[config.mk]
export PLATFORM = sky130hd
export DESIGN_NAME = scsb_reg_bank
export DESIGN_NICKNAME = d
export VERILOG_FILES = /design/src/shared/scsb_pkg.sv /design/src/core/scsb_reg_bank.sv
export SDC_FILE = /design/constraint.sdc
export NUM_CORES = 1
export LEC_CHECK = 0
export BUFFER_PORTS_ARGS = -buffer_cell sky130_fd_sc_hd__buf_4
export CAP_MARGIN = 20
export CORE_ASPECT_RATIO = 0.7
export CORE_MARGIN = 5
export CORE_UTILIZATION = 55
export DETAILED_ROUTE_END_ITERATION = 8
export MAX_ROUTING_LAYER = met4
export PLACE_DENSITY = 0.82
export SLEW_MARGIN = 10
export SYNTH_ARGS = -nofsm -noshare
export SYNTH_HDL_FRONTEND = slang
export SYNTH_SLANG_ARGS = --single-unit
export TNS_END_PERCENT = 30
[constraint.sdc]
create_clock -name clk -period 2.6 [get_ports clk]
set_clock_uncertainty 0.15 [all_clocks]
set_input_delay 0.52 -clock clk [delete_from_list [all_inputs] [get_ports clk]]
set_output_delay 0.52 -clock clk [all_outputs]
set_load 0.02 [all_outputs]
[src/shared/scsb_pkg.sv]
// scsb_pkg: register map, field positions and reset values of the
// system-control register bank.
// assumes: register index times four is the byte address on APB.
package scsb_pkg;

  ////////////////////////////////////////////////////////////////////
  // register indices (byte address = index * 4)
  localparam logic [5:0] OFS_PROCESSOR_MODE_0 = 6'h04;
  localparam logic [5:0] OFS_PROCESSOR_MODE_1 = 6'h05;
  localparam logic [5:0] OFS_SYSTEM_CLOCK_CONTROL_0 = 6'h06;
  localparam logic [5:0] OFS_SYSTEM_CLOCK_CONTROL_1 = 6'h07;
  localparam logic [5:0] OFS_CHIP_SELECT_CONTROL = 6'h08;
  localparam logic [5:0] OFS_ADDR_MATCH_IRQ_ENABLE = 6'h09;
  localparam logic [5:0] OFS_WRITE_PROTECT = 6'h0A;
  localparam logic [5:0] OFS_DATA_BANK = 6'h0B;
  localparam logic [5:0] OFS_OSC_STOP_DETECT = 6'h0C;
  localparam logic [5:0] OFS_WATCHDOG_START = 6'h0E;
  localparam logic [5:0] OFS_WATCHDOG_CONTROL = 6'h0F;
  localparam logic [5:0] OFS_ADDR_MATCH_0 = 6'h10;
  localparam logic [5:0] OFS_ADDR_MATCH_1 = 6'h14;
  localparam logic [5:0] OFS_VOLTAGE_DETECT_1 = 6'h19;
  localparam logic [5:0] OFS_VOLTAGE_DETECT_2 = 6'h1A;
  localparam logic [5:0] OFS_CHIP_SELECT_EXPANSION = 6'h1B;
  localparam logic [5:0] OFS_PLL_CONTROL_0 = 6'h1C;
  localparam logic [5:0] OFS_PROCESSOR_MODE_2 = 6'h1E;
  localparam logic [5:0] OFS_LOW_VOLTAGE_IRQ = 6'h1F;
  localparam logic [5:0] OFS_DMA_CH0_SOURCE = 6'h20;
  localparam logic [5:0] OFS_DMA_CH0_DEST = 6'h24;
  localparam logic [5:0] OFS_DMA_CH0_COUNT = 6'h28;
  localparam logic [5:0] OFS_DMA_CH0_CONTROL = 6'h2C;
  localparam logic [5:0] OFS_DMA_CH1_SOURCE = 6'h30;
  localparam logic [5:0] OFS_DMA_CH1_DEST = 6'h34;
  localparam logic [5:0] OFS_DMA_CH1_COUNT = 6'h38;
  localparam logic [5:0] OFS_DMA_CH1_CONTROL = 6'h3C;

  localparam int NUM_REGS = 27;
  localparam int REG_W = 24;

  // entry numbers of registers with special behaviour
  localparam int ENT_PROCESSOR_MODE_0 = 0;
  localparam int ENT_OSC_STOP_DETECT = 8;
  localparam int ENT_WATCHDOG_CONTROL = 10;

  ////////////////////////////////////////////////////////////////////
  // field positions
  localparam int POS_PROC_MODE_SELECT_LO = 0;
  localparam int POS_PROC_MODE_SELECT_HI = 1;
  localparam int POS_OSC_STOP_DETECT_ENABLE = 0;
  localparam int POS_OSC_STOP_CLOCK_SWITCH = 1;
  localparam int POS_OSC_STOP_RESET_OR_IRQ = 7;
  localparam int POS_COLD_START_FLAG = 5;
  localparam int POS_CS0_ENABLE = 0;

  ////////////////////////////////////////////////////////////////////
  // per-entry tables, entry order as above
  localparam logic [5:0] REG_INDEX [NUM_REGS] = '{
    OFS_PROCESSOR_MODE_0, OFS_PROCESSOR_MODE_1, OFS_SYSTEM_CLOCK_CONTROL_0,
    OFS_SYSTEM_CLOCK_CONTROL_1, OFS_CHIP_SELECT_CONTROL, OFS_ADDR_MATCH_IRQ_ENABLE,
    OFS_WRITE_PROTECT, OFS_DATA_BANK, OFS_OSC_STOP_DETECT, OFS_WATCHDOG_START,
    OFS_WATCHDOG_CONTROL, OFS_ADDR_MATCH_0, OFS_ADDR_MATCH_1, OFS_VOLTAGE_DETECT_1,
    OFS_VOLTAGE_DETECT_2, OFS_CHIP_SELECT_EXPANSION, OFS_PLL_CONTROL_0,
    OFS_PROCESSOR_MODE_2, OFS_LOW_VOLTAGE_IRQ, OFS_DMA_CH0_SOURCE, OFS_DMA_CH0_DEST,
    OFS_DMA_CH0_COUNT, OFS_DMA_CH0_CONTROL, OFS_DMA_CH1_SOURCE, OFS_DMA_CH1_DEST,
    OFS_DMA_CH1_COUNT, OFS_DMA_CH1_CONTROL};

  // implemented bits; everything else has no storage and reads zero
  localparam logic [23:0] REG_MASK [NUM_REGS] = '{
    24'h0000FF, 24'h0000FF, 24'h0000FF, 24'h0000FF, 24'h0000FF, 24'h000003,
    24'h0000FF, 24'h0000FF, 24'h0000BF, 24'h0000FF, 24'h0000A0, 24'h0FFFFF,
    24'h0FFFFF, 24'h0000FF, 24'h0000FF, 24'h0000FF, 24'h0000F7, 24'h00001F,
    24'h0000FF, 24'hFFFFFF, 24'hFFFFFF, 24'h00FFFF, 24'h0000FB, 24'hFFFFFF,
    24'hFFFFFF, 24'h00FFFF, 24'h0000FB};

  // reset values; undefined contents come up as zero
  localparam logic [23:0] REG_RESET [NUM_REGS] = '{
    24'h000000, 24'h000008, 24'h000048, 24'h000020, 24'h000001, 24'h000000,
    24'h000000, 24'h000000, 24'h000000, 24'h000000, 24'h000000, 24'h000000,
    24'h000000, 24'h000008, 24'h000000, 24'h000000, 24'h000012, 24'h000000,
    24'h000000, 24'h000000, 24'h000000, 24'h000000, 24'h000000, 24'h000000,
    24'h000000, 24'h000000, 24'h000000};

  // bits kept through software, watchdog and osc-stop resets
  localparam logic [23:0] KEEP_SOFT [NUM_REGS] = '{
    24'h000003, 24'h000000, 24'h000000, 24'h000000, 24'h000000, 24'h000000,
    24'h000000, 24'h000000, 24'h000000, 24'h000000, 24'h000020, 24'h000000,
    24'h000000, 24'h0000FF, 24'h0000FF, 24'h000000, 24'h000000, 24'h000000,
    24'h000000, 24'h000000, 24'h000000, 24'h000000, 24'h000000, 24'h000000,
    24'h000000, 24'h000000, 24'h000000};

  // bits additionally kept only through an osc-stop reset
  localparam logic [23:0] KEEP_OSC_STOP = 24'h000083;

  // bits that a write can only set, never clear
  localparam logic [23:0] SET_ONLY_WDC = 24'h000020;

endpackage : scsb_pkg

[src/core/scsb_reg_bank.sv]
// scsb_reg_bank: system-control register bank behind an APB slave.
// assumes: APB master on clk; soft reset requests are one-cycle,
// synchronous pulses from the reset controller; boot pin is stable.
//
// How it works
// - mode register 0 comes up with mode bits set when boot pin is high
// - mode select bits survive software, watchdog and osc-stop resets
// - osc-stop detect enable, switch and select bits survive osc-stop reset
// - cold-start flag is zero at power-on and only a write sets it
// - both voltage-detect registers survive software, watchdog, osc-stop resets
// - undefined bit positions have no storage behind them
// - clock control register 0 resets to 0x48
// - clock control register 1 resets to 0x20
// - processor mode register 1 resets to 0x08
// - chip select control resets with only chip select 0 enabled
// - DMA control resets to zero with bit 2 unmapped
// - PLL control resets to 0x12 with bit 3 unmapped
// - osc-stop register resets to zero with bit 6 unmapped
// - address-match enable holds two bits, both cleared at reset
// - address-match registers hold 20 bits, cleared at reset
// - processor mode register 2 holds five bits, cleared at reset
`timescale 1ns/1ps

module scsb_reg_bank #(
  parameter int ADDR_WIDTH = 8
) (
  // clock, reset, enable
  input wire logic clk,
  input wire logic rst_n,
  input wire logic clkEn,
  // reset requests and strap
  input wire logic swResetReq,
  input wire logic wdtResetReq,
  input wire logic oscStopResetReq,
  input wire logic bootSelectPin,
  // apb slave
  input wire logic psel,
  input wire logic penable,
  input wire logic pwrite,
  input wire logic [ADDR_WIDTH-1:0] paddr,
  input wire logic [31:0] pwdata,
  output logic [31:0] prdata,
  output logic pready,
  output logic pslverr,
  // control taps
  output logic [1:0] procModeSelect,
  output logic oscStopDetectEnable,
  output logic oscStopResetOrIrq,
  output logic coldStartFlag,
  output logic chipSelect0Enable
);

  ////////////////////////////////////////////////////////////////////
  // elaboration check: the map needs eight address bits
  if (ADDR_WIDTH < 8) begin : gBadWidth
    $error("scsb_reg_bank: ADDR_WIDTH below 8 cannot reach the map");
  end

  ////////////////////////////////////////////////////////////////////
  // storage
  logic [23:0] regQ [scsb_pkg::NUM_REGS];
  logic [scsb_pkg::NUM_REGS-1:0] hitVec;
  logic strapDone_reg;
  logic [31:0] prdata_reg;
  logic [31:0] prdata_next;
  logic pready_reg;
  logic pready_next;

  ////////////////////////////////////////////////////////////////////
  // bus decode
  // upper bits beyond the map and byte offsets inside a word miss
  wire upperZero = (paddr >> 8) == '0;
  wire wordAligned = (paddr[1:0] == 2'h0);
  wire [5:0] wordIdx = paddr[7:2];
  wire addrOk = upperZero && wordAligned;
  wire setupPhase = psel && !penable;
  wire accessDone = psel && penable && pready_reg;
  wire wrStrobe = accessDone && pwrite && clkEn;
  wire softRst = swResetReq || wdtResetReq || oscStopResetReq;
  wire strapNow = !strapDone_reg && clkEn;

  ////////////////////////////////////////////////////////////////////
  // one entry per register
  for (genvar gi = 0; gi < scsb_pkg::NUM_REGS; gi++) begin : gEntry
    localparam logic [23:0] MASK = scsb_pkg::REG_MASK[gi];
    localparam logic [23:0] RST = scsb_pkg::REG_RESET[gi];
    localparam logic [23:0] KEEP_BASE = scsb_pkg::KEEP_SOFT[gi];
    localparam logic [23:0] KEEP_OSC =
      (gi == scsb_pkg::ENT_OSC_STOP_DETECT) ? scsb_pkg::KEEP_OSC_STOP : 24'h000000;
    localparam logic [23:0] SET_ONLY =
      (gi == scsb_pkg::ENT_WATCHDOG_CONTROL) ? scsb_pkg::SET_ONLY_WDC : 24'h000000;

    logic [23:0] next;

    // reserved gaps never match, so writes there land nowhere
    assign hitVec[gi] = addrOk && (wordIdx == scsb_pkg::REG_INDEX[gi]);

    // a set-only bit ors the new data onto the old, so zero never clears it
    wire [23:0] wrVal = ((pwdata[23:0] & ~SET_ONLY) | ((pwdata[23:0] | regQ[gi]) & SET_ONLY))
      & MASK;
    // osc-stop reset additionally protects its own detect bits
    wire [23:0] keep = KEEP_BASE | (oscStopResetReq ? KEEP_OSC : 24'h000000);
    wire [23:0] softVal = ((regQ[gi] & keep) | (RST & ~keep)) & MASK;
    wire [23:0] baseNext = softRst ? softVal : ((wrStrobe && hitVec[gi]) ? wrVal : regQ[gi]);

    if (gi == scsb_pkg::ENT_PROCESSOR_MODE_0) begin : gStrap
      // the strap is caught on the first enabled edge after release,
      // since an async reset may only load constants
      always_comb begin
        next = baseNext;
        if (strapNow) begin
          next[scsb_pkg::POS_PROC_MODE_SELECT_LO] = bootSelectPin;
          next[scsb_pkg::POS_PROC_MODE_SELECT_HI] = bootSelectPin;
        end
      end
    end else begin : gPlain
      always_comb begin
        next = baseNext;
      end
    end

    // reset values through the package tables
    always_ff @(posedge clk or negedge rst_n) begin
      if (!rst_n) begin
        regQ[gi] <= RST & MASK;
      end else if (clkEn) begin
        regQ[gi] <= next;
      end
    end
  end

  ////////////////////////////////////////////////////////////////////
  // strap capture tracker
  always_ff @(posedge clk or negedge rst_n) begin
    if (!rst_n) begin
      strapDone_reg <= 1'b0;
    end else if (clkEn) begin
      strapDone_reg <= 1'b1;
    end
  end

  ////////////////////////////////////////////////////////////////////
  // read mux: a miss returns zero and the high byte is always zero
  always_comb begin
    prdata_next = 32'h00000000;
    for (int i = 0; i < scsb_pkg::NUM_REGS; i++) begin
      if (hitVec[i]) begin
        prdata_next = prdata_next | {8'h00, regQ[i]};
      end
    end
  end

  // no wait state: data is registered in setup, valid in the first access cycle
  assign pready_next = setupPhase;

  ////////////////////////////////////////////////////////////////////
  // apb answer registers
  always_ff @(posedge clk or negedge rst_n) begin
    if (!rst_n) begin
      prdata_reg <= 32'h00000000;
      pready_reg <= 1'b0;
    end else if (clkEn) begin
      pready_reg <= pready_next;
      if (setupPhase) begin
        prdata_reg <= prdata_next;
      end
    end
  end

  ////////////////////////////////////////////////////////////////////
  // outputs, straight from flops apart from the constant pslverr
  assign prdata = prdata_reg;
  assign pready = pready_reg;
  assign pslverr = 1'b0; // reserved addresses answer quietly, no error
  assign procModeSelect =
    regQ[scsb_pkg::ENT_PROCESSOR_MODE_0][scsb_pkg::POS_PROC_MODE_SELECT_HI:0];
  assign oscStopDetectEnable =
    regQ[scsb_pkg::ENT_OSC_STOP_DETECT][scsb_pkg::POS_OSC_STOP_DETECT_ENABLE];
  assign oscStopResetOrIrq =
    regQ[scsb_pkg::ENT_OSC_STOP_DETECT][scsb_pkg::POS_OSC_STOP_RESET_OR_IRQ];
  assign coldStartFlag =
    regQ[scsb_pkg::ENT_WATCHDOG_CONTROL][scsb_pkg::POS_COLD_START_FLAG];
  assign chipSelect0Enable = regQ[4][scsb_pkg::POS_CS0_ENABLE];

endmodule : scsb_reg_bank

# Yosys cells after proc, flatten, opt, wreduce, memory -nomap -nowiden
# Index checks and enable logic that the tools add are counted.
[totals]
register_bits = 682
inputBits = 50
[classes]
bitwise = 30
eq_ne = 28
n_reduce_logical = 125
mux = 83
[ops]
columns = ["op", "n"]
rows = [
  ["$mux W24", 55],
  ["$mux W32", 26],
  ["$or A32 B24 Y32", 25],
  ["$logic_and A1 B1 Y1", 60],
  ["$reduce_and A2 Y1", 28],
  ["$reduce_bool A2 Y1", 28],
  ["$eq A6 B5 Y1 const B", 8],
  ["$eq A6 B6 Y1 const B", 8],
  ["$eq A6 B4 Y1 const B", 7],
  ["$eq A6 B3 Y1 const B", 4],
  ["$or A24 B24 Y24", 1],
  ["$reduce_and A3 Y1", 4],
  ["$and A8 B8 Y8", 1],
  ["$mux W8", 1],
  ["$or A8 B6 Y8", 1],
  ["$or A6 B6 Y6", 1],
  ["$logic_not A1 Y1", 2],
  ["$logic_not A2 Y1", 1],
  ["$logic_or A1 B1 Y1", 2],
  ["$mux W2", 1],
  ["$ne A2 B1 Y1 const B", 1],
  ["$not A1 Y1", 1],
]

# Logic depth before layout (Yosys ltp)
# Gate-level depths: netlist of the first run.
[depth]
word_depth = 55
mapped_depth = 9
mapped_depth_nobuf = 5

# Least setup slack after synthesis of the first run
# Ideal clock, no wire load.
[synth_path]
path_kind = "input port to flip-flop"
from = "in oscStopResetReq"
to = "reg regQ[264] (netlist bit)"
t_arrival_ns = 2.121
setup_ns = 0.125
stages = 6
t_required_ns = 2.325
path_slack_ns = 0.204
cell_sequence = "or3_1 > buf_2 > buf_2 > buf_2 > o21ai_2 > mux2_2"
[synth_via]
elab_chain_len = 3
elab_cells_between_ends = 4
classes_between = "mux (1); reduce/logical (3)"
[synth_lines]
columns = ["element", "line", "rtl"]
rows = [
  ["start, declared", "scsb_reg_bank.sv:34", "input wire logic oscStopResetReq,"],
  ["$logic_or A1 B1 Y1 *", "scsb_reg_bank.sv:79", "wire softRst = swResetReq || wdtResetReq || oscStopResetReq;"],
  ["$reduce_bool A2 Y1 (no line)", "n/a", ""],
  ["$reduce_and A2 Y1 (no line)", "n/a", ""],
  ["end signal, assigned by index", "scsb_reg_bank.sv:125", "regQ[gi] <= RST & MASK;"],
  ["end signal, assigned by index", "scsb_reg_bank.sv:127", "regQ[gi] <= next;"],
  ["end, declared", "scsb_reg_bank.sv:61", "logic [23:0] regQ [scsb_pkg::NUM_REGS];"],
]
# Every way passes the cells marked *; elsewhere a longest branch is shown, timed or not.
# A chain may end at the register's enable or synchronous reset.

# Worst setup path after layout of the first run
[layout_path]
from = "reg pready_reg (netlist: pready)"
to = "reg regQ[534] (netlist bit)"
[layout_via]
elab_chain_len = 6
[layout_lines]
columns = ["element", "line", "rtl"]
rows = [
  ["start, declared", "scsb_reg_bank.sv:66", "logic pready_reg;"],
  ["start signal, assigned", "scsb_reg_bank.sv:163", "pready_reg <= pready_next;"],
  ["$logic_and A1 B1 Y1", "scsb_reg_bank.sv:77", "wire accessDone = psel && penable && pready_reg;"],
  ["$logic_and A1 B1 Y1 (2 in a row)", "scsb_reg_bank.sv:78", "wire wrStrobe = accessDone && pwrite && clkEn;"],
  ["$logic_and A1 B1 Y1", "scsb_reg_bank.sv:104", "wire [23:0] baseNext = softRst ? softVal : ((wrStrobe && hitVec[gi]) ? wrVal : regQ[gi]);"],
  ["$reduce_bool A2 Y1 (no line)", "n/a", ""],
  ["$reduce_and A2 Y1 (no line)", "n/a", ""],
]
# No other way between the ends.

==> results of run 1 <==
-- layer usage --
layer  vias to the layer above  GRT usage, %
li1                       5518             -
met1                      6436          45.0
met2                       771          45.7
met3                       107          10.8
met4                         0          6.99
met5                         -             -
-- stage by stage --
step	hold WS, ns	cells	worst slack (ns)	TNS, ns
final	0.0463	1989	0.264	0
after detailed placement	0.223	1930	-0.0652	-1.01
after CTS	0.0377	1989	0.368	0
after floorplan	0.0744	1446	0.204	0
after global routing	0.0630	1989	0.250	0
after global placement	0.220	1930	-0.0862	-0.622
-- final cells by class --
class                           instances  area, um^2  area share, %
Clock buffer                           51         961           5.28
Sequential cell                       327        8190           45.0
Multi-Input combinational cell        987        6390           35.1
Timing Repair Buffer                  245        2090           11.5
Tap cell                              364         455           2.50
Clock inverter                          7         103          0.563
Inverter                                8        30.0          0.165
-- logic make-up after synthesis --
| kind of cell | Yosys count | synth area share (%) |
|---|---|---|
| buf+inv | 132 | 3.94 |
| other cells | 1 | 0.0249 |
| simple gates | 431 | 13.7 |
| compound gates | 390 | 16.3 |
| mux | 157 | 11.7 |
| flops | 327 | 54.4 |
-- worst max-delay path by stage --
stage	cells past startpoint	endpoint	start
final	6	regQ[534]$_DFFE_PN0P_	pready$_DFFE_PN0P_
after global routing	7	regQ[578]$_DFFE_PN0P_	pready$_DFFE_PN0P_
after CTS	6	regQ[534]$_DFFE_PN0P_	pready$_DFFE_PN0P_
after detailed placement	8	regQ[578]$_DFFE_PN0P_	paddr[5]
after global placement	8	regQ[578]$_DFFE_PN0P_	paddr[5]
after floorplan	6	regQ[264]$_DFFE_PN0P_	oscStopResetReq
-- critical path, delay by kind of cell (launching register included) --
family | cells | cell delay [ns]
simple gates | 3 | 0.38
buf+inv | 1 | 0.18
compound gates | 1 | 0.69
mux | 1 | 0.41
flops | 1 | 0.40
-- placed cells by master (no fill, tap or decap), types with 10 or more instances in the layout --
cell       count
a22oi_1       28
clkbuf_16     31
nor4_1        16
a32oi_1       10
a31oi_1       21
a21oi_1       15
nor3_1        27
o21ai_0      201
a222oi_1      16
nand2_1      237
dfrtp_1      319
buf_4        224
and3_1        11
clkbuf_8      11
a22o_1        21
and2_1        12
o21ai_2       12
nor2_1        52
mux2i_1       35
buf_12        19
mux2_2       118
nand3_1       18
-- report_power, final --
part,total [mW],internal (mW),switching [mW]
registers,5.48,5.33,0.151
logic,1.37,0.517,0.857
clock network,4.70,2.72,1.99
-- cells in the mapped netlist, drive strengths merged, types with 7 or more instances --
master | n | area, um^2
nor4 | 20 | 176
a22o | 21 | 184
a22oi | 28 | 210
dfstp | 8 | 210
nor2b | 7 | 43.8
mux2i | 35 | 350
nand3 | 18 | 90.1
clkbuf | 60 | 225
nor2 | 53 | 199
nor3 | 28 | 140
nand2 | 237 | 890
and3 | 11 | 68.8
a32oi | 10 | 87.6
inv | 8 | 30.0
a31oi | 21 | 131
dfrtp | 319 | 7980
nand4 | 7 | 43.8
and2 | 13 | 81.3
mux2 | 119 | 1340
o21ai | 226 | 1160
a21oi | 15 | 75.1
buf | 64 | 339
a222oi | 16 | 160
-- timing repair --
item,4_1_cts,5_1_grt
hold buffers,1,0
setup endpoints to repair,0,0
endpoints found under the hold margin,227,0
==> flow_metrics.py, run 1 <==
metrics = {
    "synthesis": {
        "synth_seq_cells": 327,
        "synth_edf_count": 0,
        "yosysWarnings": 0,
        "avgSynthCellArea_um2": 10.5,
        "synth-seq-area-share_pct": 54.4,
        "async_flop_share_pct": 100,
        "syn-cell-area_mm2": 0.0151,
        "synth.distinct_cells": 68,
        "synthFlopType": "dfrtp_1",
        "netlist_instances": 1438,
    },
    "sta": {
        "tightest_slew_ns": 0.874,
        "hold_viol": 0,
        "finalMaxSlewViolations": 0,
        "timing.final.crit_period_ns": 2.34,
        "fmax_ghz": 0.428,
        "slew_headroom_pct": 41.8,
        "finalSetupViolCount": 0,
        "rsz0062_at_grt": "no",
        "post-route-period-util_pct": 89.8,
    },
    "setup_path": {
        "ff2ff_path_depth": 6,
        "slowest_delay_ns": 0.69,
        "critPathMaxFanout": 21,
        "path_class": "flip-flop to flip-flop",
        "critPathCaptureType": "flip-flop",
        "cp_data_arrival_time_ns": 2.66,
        "r2r-end": "regQ[534]$_DFFE_PN0P_",
        "r2r-start": "pready$_DFFE_PN0P_",
        "crit_slowest_cell": "o21ai_2",
        "cp_data_required_time_ns": 2.92,
        "crit_chain": "nand4_1, or2_1, buf_12, nor3_1, o21ai_2, mux2_2",
        "ff2ff_setup_slack_ns": 0.26,
        "critPathLaunchType": "flip-flop",
    },
    "cts": {
        "cts.sinks": 327,
        "numCtsBuffers": 31,
        "cts-root-buf": "clkbuf_16",
        "cts_tree": "built",
        "cts_buffer_depth": 3,
        "clock_latency_ns": 0.60,
        "h-tree-depth": 1,
        "cts_resized": 0,
        "path_clk_slew_ns": 0.06,
        "postCtsSetupRepairBufs": 0,
    },
    "layout": {
        "n_antenna_cell": 0,
        "fin_area_mm2": 0.0182,
        "syn_to_final_growth_pct": 20.9,
        "drive_gt1_share_pct": 27.9,
        "nNetsFinal": 1650,
        "largest_register_ffs": 279,
        "post-route-util_pct": 67.9,
        "n_fill_cell": 2017,
    },
    "min_path": {
        "hold_class": "input port to flip-flop",
        "holdPathEnd": "procModeSelect[0]$_DFFE_PN0P_",
        "min_delay_path_depth": 3,
        "worstHoldStart": "bootSelectPin",
    },
    "route": {
        "vias": 12800,
        "drtPass1Iterations": 5,
        "route.detailed.drc": 0,
        "drt_iter0_markers": 1613,
        "wire_per_inst_um": 24.4,
        "vias_per_cell": 6.45,
        "wl_met2_um": 20900,
        "met3_length_um": 6260,
        "drtAntennaViolNets": 0,
        "top_layer": "met4",
        "totalWireLength_um": 48600,
        "wl_met1_um": 20200,
    },
    "global_routing": {
        "antenna_found_initial": 0,
        "grt_usage_pct": 32.0,
        "grt_remaining_overflow": 0,
        "grt_max_degree": 102,
        "grt_pass1_vias": 12800,
        "grt_pass1_wl_um": 75100,
    },
    "die": {
        "design.die.area_mm2": 0.0309,
        "die_x_um": 208,
        "start_util_pct": 56.2,
        "num_io_pins": 90,
        "core_mm2": 0.0268,
        "num_rows": 50,
        "fp.dieH_um": 148,
    },
    "placed_design": {
        "portBuffers": 72,
        "gp_congestion": 1.01,
        "dpl.hpwl_um": 34500,
        "dpl_cell_area_mm2": 0.0171,
    },
    "run_status": {
        "status": "complete, no violations",
    },
    "power": {
        "peakVddDrop_v": 0.000566,
        "p_per_area_mw_per_mm2": 634,
        "leakage_nw": 8.22,
        "total_power_mw": 11.6,
    },
    "run": {
        "maxCapViolations": 0,
    },
}
Power figures use the tool's default switching activity.
==> inputs of run 2 (changes only) <==
Settings changed: CORE_UTILIZATION 55 to 45, PLACE_DENSITY 0.82 to 0.71.
Clock period 2.6 ns to 3.05 ns, I/O delays scaled along.
==> flow_metrics.py, run 2 (same netlist as run 1, synthesis figures left out) <==
metrics = {
    "sta": {
        "finalSetupViolCount": 0,
        "tightest_slew_ns": 0.782,
        "fmax_ghz": 0.426,
        "post-route-period-util_pct": 77.0,
        "timing.final.crit_period_ns": 2.35,
        "hold_viol": 0,
        "rsz0062_at_grt": "no",
        "finalMaxSlewViolations": 0,
        "finalSetupTns_ns": 0,
        "slew_headroom_pct": 47.8,
    },
    "die": {
        "die_x_um": 229,
        "design.die.area_mm2": 0.0373,
        "fp.dieH_um": 163,
        "core_mm2": 0.0333,
        "start_util_pct": 45.3,
        "num_rows": 56,
        "num_io_pins": 90,
    },
    "setup_path": {
        "slowest_delay_ns": 0.70,
        "path_class": "input port to flip-flop",
        "crit_slowest_cell": "or4bb_1",
        "cp_data_arrival_time_ns": 2.57,
        "cp_data_required_time_ns": 3.27,
        "crit_chain": "buf_4, or4bb_1, nor4_1, o21ai_4, buf_12, nand2_1, o21ai_0",
        "critPathLaunchType": "input port",
        "critPathMaxFanout": 34,
        "critPathCaptureType": "flip-flop",
    },
    "layout": {
        "most-common-layout-cells": "dfrtp_1 (319), nand2_1 (237), o21ai_0 (201)",
        "nNetsFinal": 1583,
        "regArea_mm2": 0.00819,
        "drive_gt1_share_pct": 24.2,
        "n_fill_cell": 2858,
        "syn_to_final_growth_pct": 17.3,
        "largest_register_ffs": 279,
        "final_common_cell": "dfrtp_1",
        "multiInputGateArea_mm2": 0.00639,
    },
    "route": {
        "drt_iter0_markers": 1701,
        "drtAntennaViolNets": 0,
        "wire_per_inst_um": 23.9,
        "totalWireLength_um": 47700,
        "vias": 12300,
        "route.detailed.drc": 0,
        "drtPass1Iterations": 6,
        "vias_per_cell": 6.19,
    },
    "cts": {
        "cts_tree": "built",
        "numCtsBuffers": 34,
        "h-tree-depth": 2,
        "clock_latency_ns": 0.52,
        "cts.sinks": 327,
        "path_clk_slew_ns": 0.06,
        "cts-root-buf": "clkbuf_16",
        "cts_buffer_depth": 3,
    },
    "power": {
        "pwr-share-seq_pct": 48.4,
        "total_power_mw": 9.64,
        "power_frac_clock_pct": 40.2,
        "leakage_nw": 7.83,
        "switchingPower_mw": 2.52,
        "p_int_mw": 7.12,
        "peakVddDrop_v": 0.000325,
        "p_per_area_mw_per_mm2": 545,
        "share_comb_of_total_power_pct": 11.5,
        "switching_share_pct": 26.2,
    },
    "global_routing": {
        "grt_pass1_vias": 12100,
        "use_met2_pct": 36.6,
        "grt_max_degree": 71,
        "grt_pass1_wl_um": 73300,
        "grt_usage_pct": 26.0,
        "gr-usage-met3_pct": 7.47,
        "busiest_layer": "met1",
        "met1_usage_pct": 37.4,
        "grt_remaining_overflow": 0,
        "antenna_found_initial": 1,
    },
    "run_status": {
        "status": "complete, no violations",
    },
    "placed_design": {
        "gp_congestion": 0.961,
        "portBuffers": 72,
        "dpl.hpwl_um": 33300,
    },
    "min_path": {
        "hold_class": "input port to flip-flop",
    },
    "run": {
        "maxCapViolations": 0,
    },
}
## run 2: cell count changes in the layout (fill, tap and decap cells not counted)
cell	delta
clkinv_8	+1
buf_12	-4
clkbuf_8	-7
clkbuf_16	+3
bufinv_16	-2
clkinv_2	-2
diode_2	+1
clkbuf_1	+7
buf_4	-66
inv_6	+2
inv_16	-1
## run 2: path summary, 6_finish.rpt
path / startpoint / to / slack, ns / cells after the start
max in group asynchronous: rst_n / regQ[74]$_DFFE_PN0P_ / 1.44 / 3
setup reg to reg: pready$_DFFE_PN0P_ / regQ[578]$_DFFE_PN0P_ / 0.70 / 6
hold reg to reg: strapDone_reg$_DFFE_PN0P_ / strapDone_reg$_DFFE_PN0P_ / 0.30 / 1
setup / recovery: paddr[6] / regQ[61]$_DFFE_PN0P_ / 0.70 / 7
hold / removal: bootSelectPin / procModeSelect[0]$_DFFE_PN0P_ / 0.22 / 3
min in group asynchronous: rst_n / regQ[604]$_DFFE_PN0P_ / 0.49 / 2
## run 2: critical path, delay by kind of cell
| family | cells | cell delay [ns] |
|---|---|---|
| AOI/OAI and AO/OA | 2 | 0.31 |
| and+or+nand+nor | 3 | 1.22 |
| buffers and inverters | 2 | 0.42 |
## run 2: stage by stage
stage / instances / hold slack, ns / worst slack (ns) / area [um^2] / utilization [%]
final: 1992 / 0.223 / 0.701 / 17700 / 53.1
after global routing: 1992 / 0.220 / 0.637 / 17700 / 53.1
after CTS: 1991 / 0.212 / 0.736 / 17700 / 53.1
after detailed placement: 1931 / 0.293 / 0.193 / 16700 / 50.0
after global placement: 1931 / 0.289 / 0.261 / 16700 / 50.0
after floorplan: 1446 / 0.164 / 0.564 / 15100 / -
## run 2: repair_timing
item | in CTS | in global routing
buffers inserted | 0 | 0
hold buffers | 1 | 0
endpoints found under the hold margin | 52 | 0
gates resized for setup | 0 | 0
## run 2: layout make-up
cell class	instances	share of cell area [%]
Sequential cell	327	46.3
Inverter	8	0.170
Tap cell	435	3.08
Multi-Input combinational cell	987	36.1
Clock inverter	5	0.262
Antenna cell	1	0.0142
Timing Repair Buffer	175	8.55
Clock buffer	54	5.46
## run 2: metal layers
metal  wire length [um]  share of wire (%)
met1              20600                 43
met2              20200                 42
met3               5590                 12
met4               1280                2.7
met5                  0                  0
## run 2: power groups by stage
stage / logic [mW] / clock network, mW / registers [mW]
after global routing: 1.18 / 4.12 / 4.68
after detailed placement: 1.09 / 0 / 4.74
after floorplan: 0.500 / 0 / 4.77
after global placement: 1.07 / 0 / 4.73
after CTS: 1.10 / 3.92 / 4.66
final: 1.11 / 3.87 / 4.66
==> inputs of run 3 (changes only) <==
Settings changed: PLACE_DENSITY 0.71 to 0.73.
Clock period 3.05 ns to 2 ns, I/O delays scaled along.
==> flow_metrics.py, run 3 (same netlist as run 1, synthesis figures left out) <==
metrics = {
    "layout": {
        "nNetsFinal": 1737,
        "syn_to_final_growth_pct": 30.5,
        "drive_gt1_share_pct": 34.0,
        "most-common-layout-cells": "dfrtp_1 (317), buf_4 (281), nand2_1 (234)",
        "post-route-util_pct": 59.1,
        "largest_register_ffs": 279,
        "fin_area_mm2": 0.0197,
        "final_common_cell": "dfrtp_1",
    },
    "sta": {
        "finalSetupViolCount": 71,
        "slew_headroom_pct": 55.2,
        "finalSetupTns_ns": -3.48,
        "setup_ws_ns": -0.0990,
        "rsz0062_at_grt": "yes",
        "hold_viol": 0,
        "finalMaxSlewViolations": 0,
        "timing.final.crit_period_ns": 2.10,
        "tightest_slew_ns": 0.671,
        "fmax_ghz": 0.476,
        "post-route-period-util_pct": 105,
    },
    "placed_design": {
        "gp_congestion": 0.979,
        "dpl.hpwl_um": 37400,
        "dpl_cell_area_mm2": 0.0182,
        "portBuffers": 72,
    },
    "die": {
        "design.die.area_mm2": 0.0373,
        "num_io_pins": 90,
        "start_util_pct": 45.3,
        "fp.dieH_um": 163,
        "core_mm2": 0.0333,
        "die_x_um": 229,
        "num_rows": 56,
    },
    "cts": {
        "clock_latency_ns": 0.54,
        "cts.sinks": 327,
        "cts_tree": "built",
        "numCtsBuffers": 34,
        "h-tree-depth": 2,
        "path_clk_slew_ns": 0.06,
        "cts-root-buf": "clkbuf_16",
        "cts_buffer_depth": 3,
    },
    "power": {
        "power_frac_clock_pct": 41.9,
        "share_comb_of_total_power_pct": 12.7,
        "p_int_mw": 11.5,
        "peakVddDrop_v": 0.000539,
        "p_per_area_mw_per_mm2": 798,
        "pwr-share-seq_pct": 45.4,
        "switching_share_pct": 26.5,
        "switchingPower_mw": 4.15,
        "leakage_nw": 8.96,
    },
    "setup_path": {
        "path_class": "flip-flop to flip-flop",
        "critPathCaptureType": "flip-flop",
        "cp_data_arrival_time_ns": 2.36,
        "cp_data_required_time_ns": 2.26,
        "critPathLaunchType": "flip-flop",
        "critPathMaxFanout": 8,
    },
    "route": {
        "wire_per_inst_um": 24.5,
        "totalWireLength_um": 52500,
        "drtPass1Iterations": 6,
        "drtAntennaViolNets": 0,
        "drt_iter0_markers": 1780,
        "route.detailed.drc": 0,
        "vias_per_cell": 6.08,
        "vias": 13100,
    },
    "min_path": {
        "hold_class": "input port to flip-flop",
    },
    "global_routing": {
        "grt_pass1_wl_um": 80800,
        "grt_max_degree": 74,
        "grt_pass1_vias": 13100,
        "antenna_found_initial": 1,
        "grt_usage_pct": 28.8,
        "grt_remaining_overflow": 0,
    },
    "run": {
        "maxCapViolations": 0,
    },
    "run_status": {
        "status": "finished, violations left",
        "violations": "negative setup slack",
    },
}
## run 3: power groups by stage
stage,logic [mW],registers (mW),clock network (mW)
6_report,2.00,7.12,6.57
5_1_grt,2.13,7.15,6.91
4_1_cts,1.95,7.12,6.63
3_5_place_dp,1.91,7.24,0
3_3_place_gp,1.88,7.22,0
2_1_floorplan,0.810,7.27,0
## run 3: worst paths after layout
kind | start | to | slack, ns | cells past startpoint
worst min register to register | strapDone_reg$_DFFE_PN0P_ | strapDone_reg$_DFFE_PN0P_ | 0.31 | 1
max in group asynchronous | rst_n | regQ[603]$_DFFE_PN1P_ | 0.75 | 3
worst max register to register | pready$_DFFE_PN0P_ | regQ[535]$_DFFE_PN0P_ | -0.1 | 6
worst min-delay path | bootSelectPin | procModeSelect[0]$_DFFE_PN0P_ | 0.004 | 3
worst max-delay path | pready$_DFFE_PN0P_ | regQ[535]$_DFFE_PN0P_ | -0.1 | 6
min in group asynchronous | rst_n | prdata[2]$_DFFE_PN0P_ | 0.20 | 2
## run 3: worst max-delay path, stage by stage, from the launching register on
cell     delay [ns]
dfrtp_2        0.40
nand4_1        0.13
or2_4          0.25
buf_4          0.19
nor3_4         0.05
o21ai_4        0.40
mux2_2         0.39
## run 3: metrics by stage
step | hold WS [ns] | instances | total power, mW | setup WS, ns
2_1_floorplan | -0.0456 | 1446 | 8.08 | -0.223
3_3_place_gp | 0.166 | 2078 | 9.10 | -0.692
3_5_place_dp | 0.165 | 2078 | 9.15 | -0.642
4_1_cts | 0.000697 | 2141 | 15.7 | -0.0838
5_1_grt | 0.0251 | 2147 | 16.2 | -0.119
6_report | 0.00378 | 2147 | 15.7 | -0.0990
## run 3: per-layer routing
| layer | vias to the layer above | share of wire (%) | GRT usage, % | routed length, um |
|---|---|---|---|---|
| met5 | - | 0 | - | 0 |
| met1 | 6563 | 44 | 41.8 | 23100 |
| met3 | 102 | 10 | 6.88 | 5510 |
| met2 | 690 | 43 | 41.0 | 22700 |
| li1 | 5702 | - | - | - |
| met4 | 0 | 2.4 | 7.58 | 1270 |
## run 3: repair_timing
action / CTS / global route
endpoints found under the hold margin: 89 / 0
setup buffers: 3 / 5
hold buffers: 1 / 0
resized for setup: 37 / 26
setup endpoints to repair: 78 / 204
pin swaps: 15 / 5
## run 3: area by class of cell
class / count / area (um^2)
sequential: 327 / 8200
multi-input combinational: 987 / 6820
clock inverter: 15 / 178
antenna: 1 / 2.50
tap: 435 / 544
timing repair buffer: 329 / 2940
inverter: 8 / 30.0
clock buffer: 45 / 962
fill: 2626 / 13600
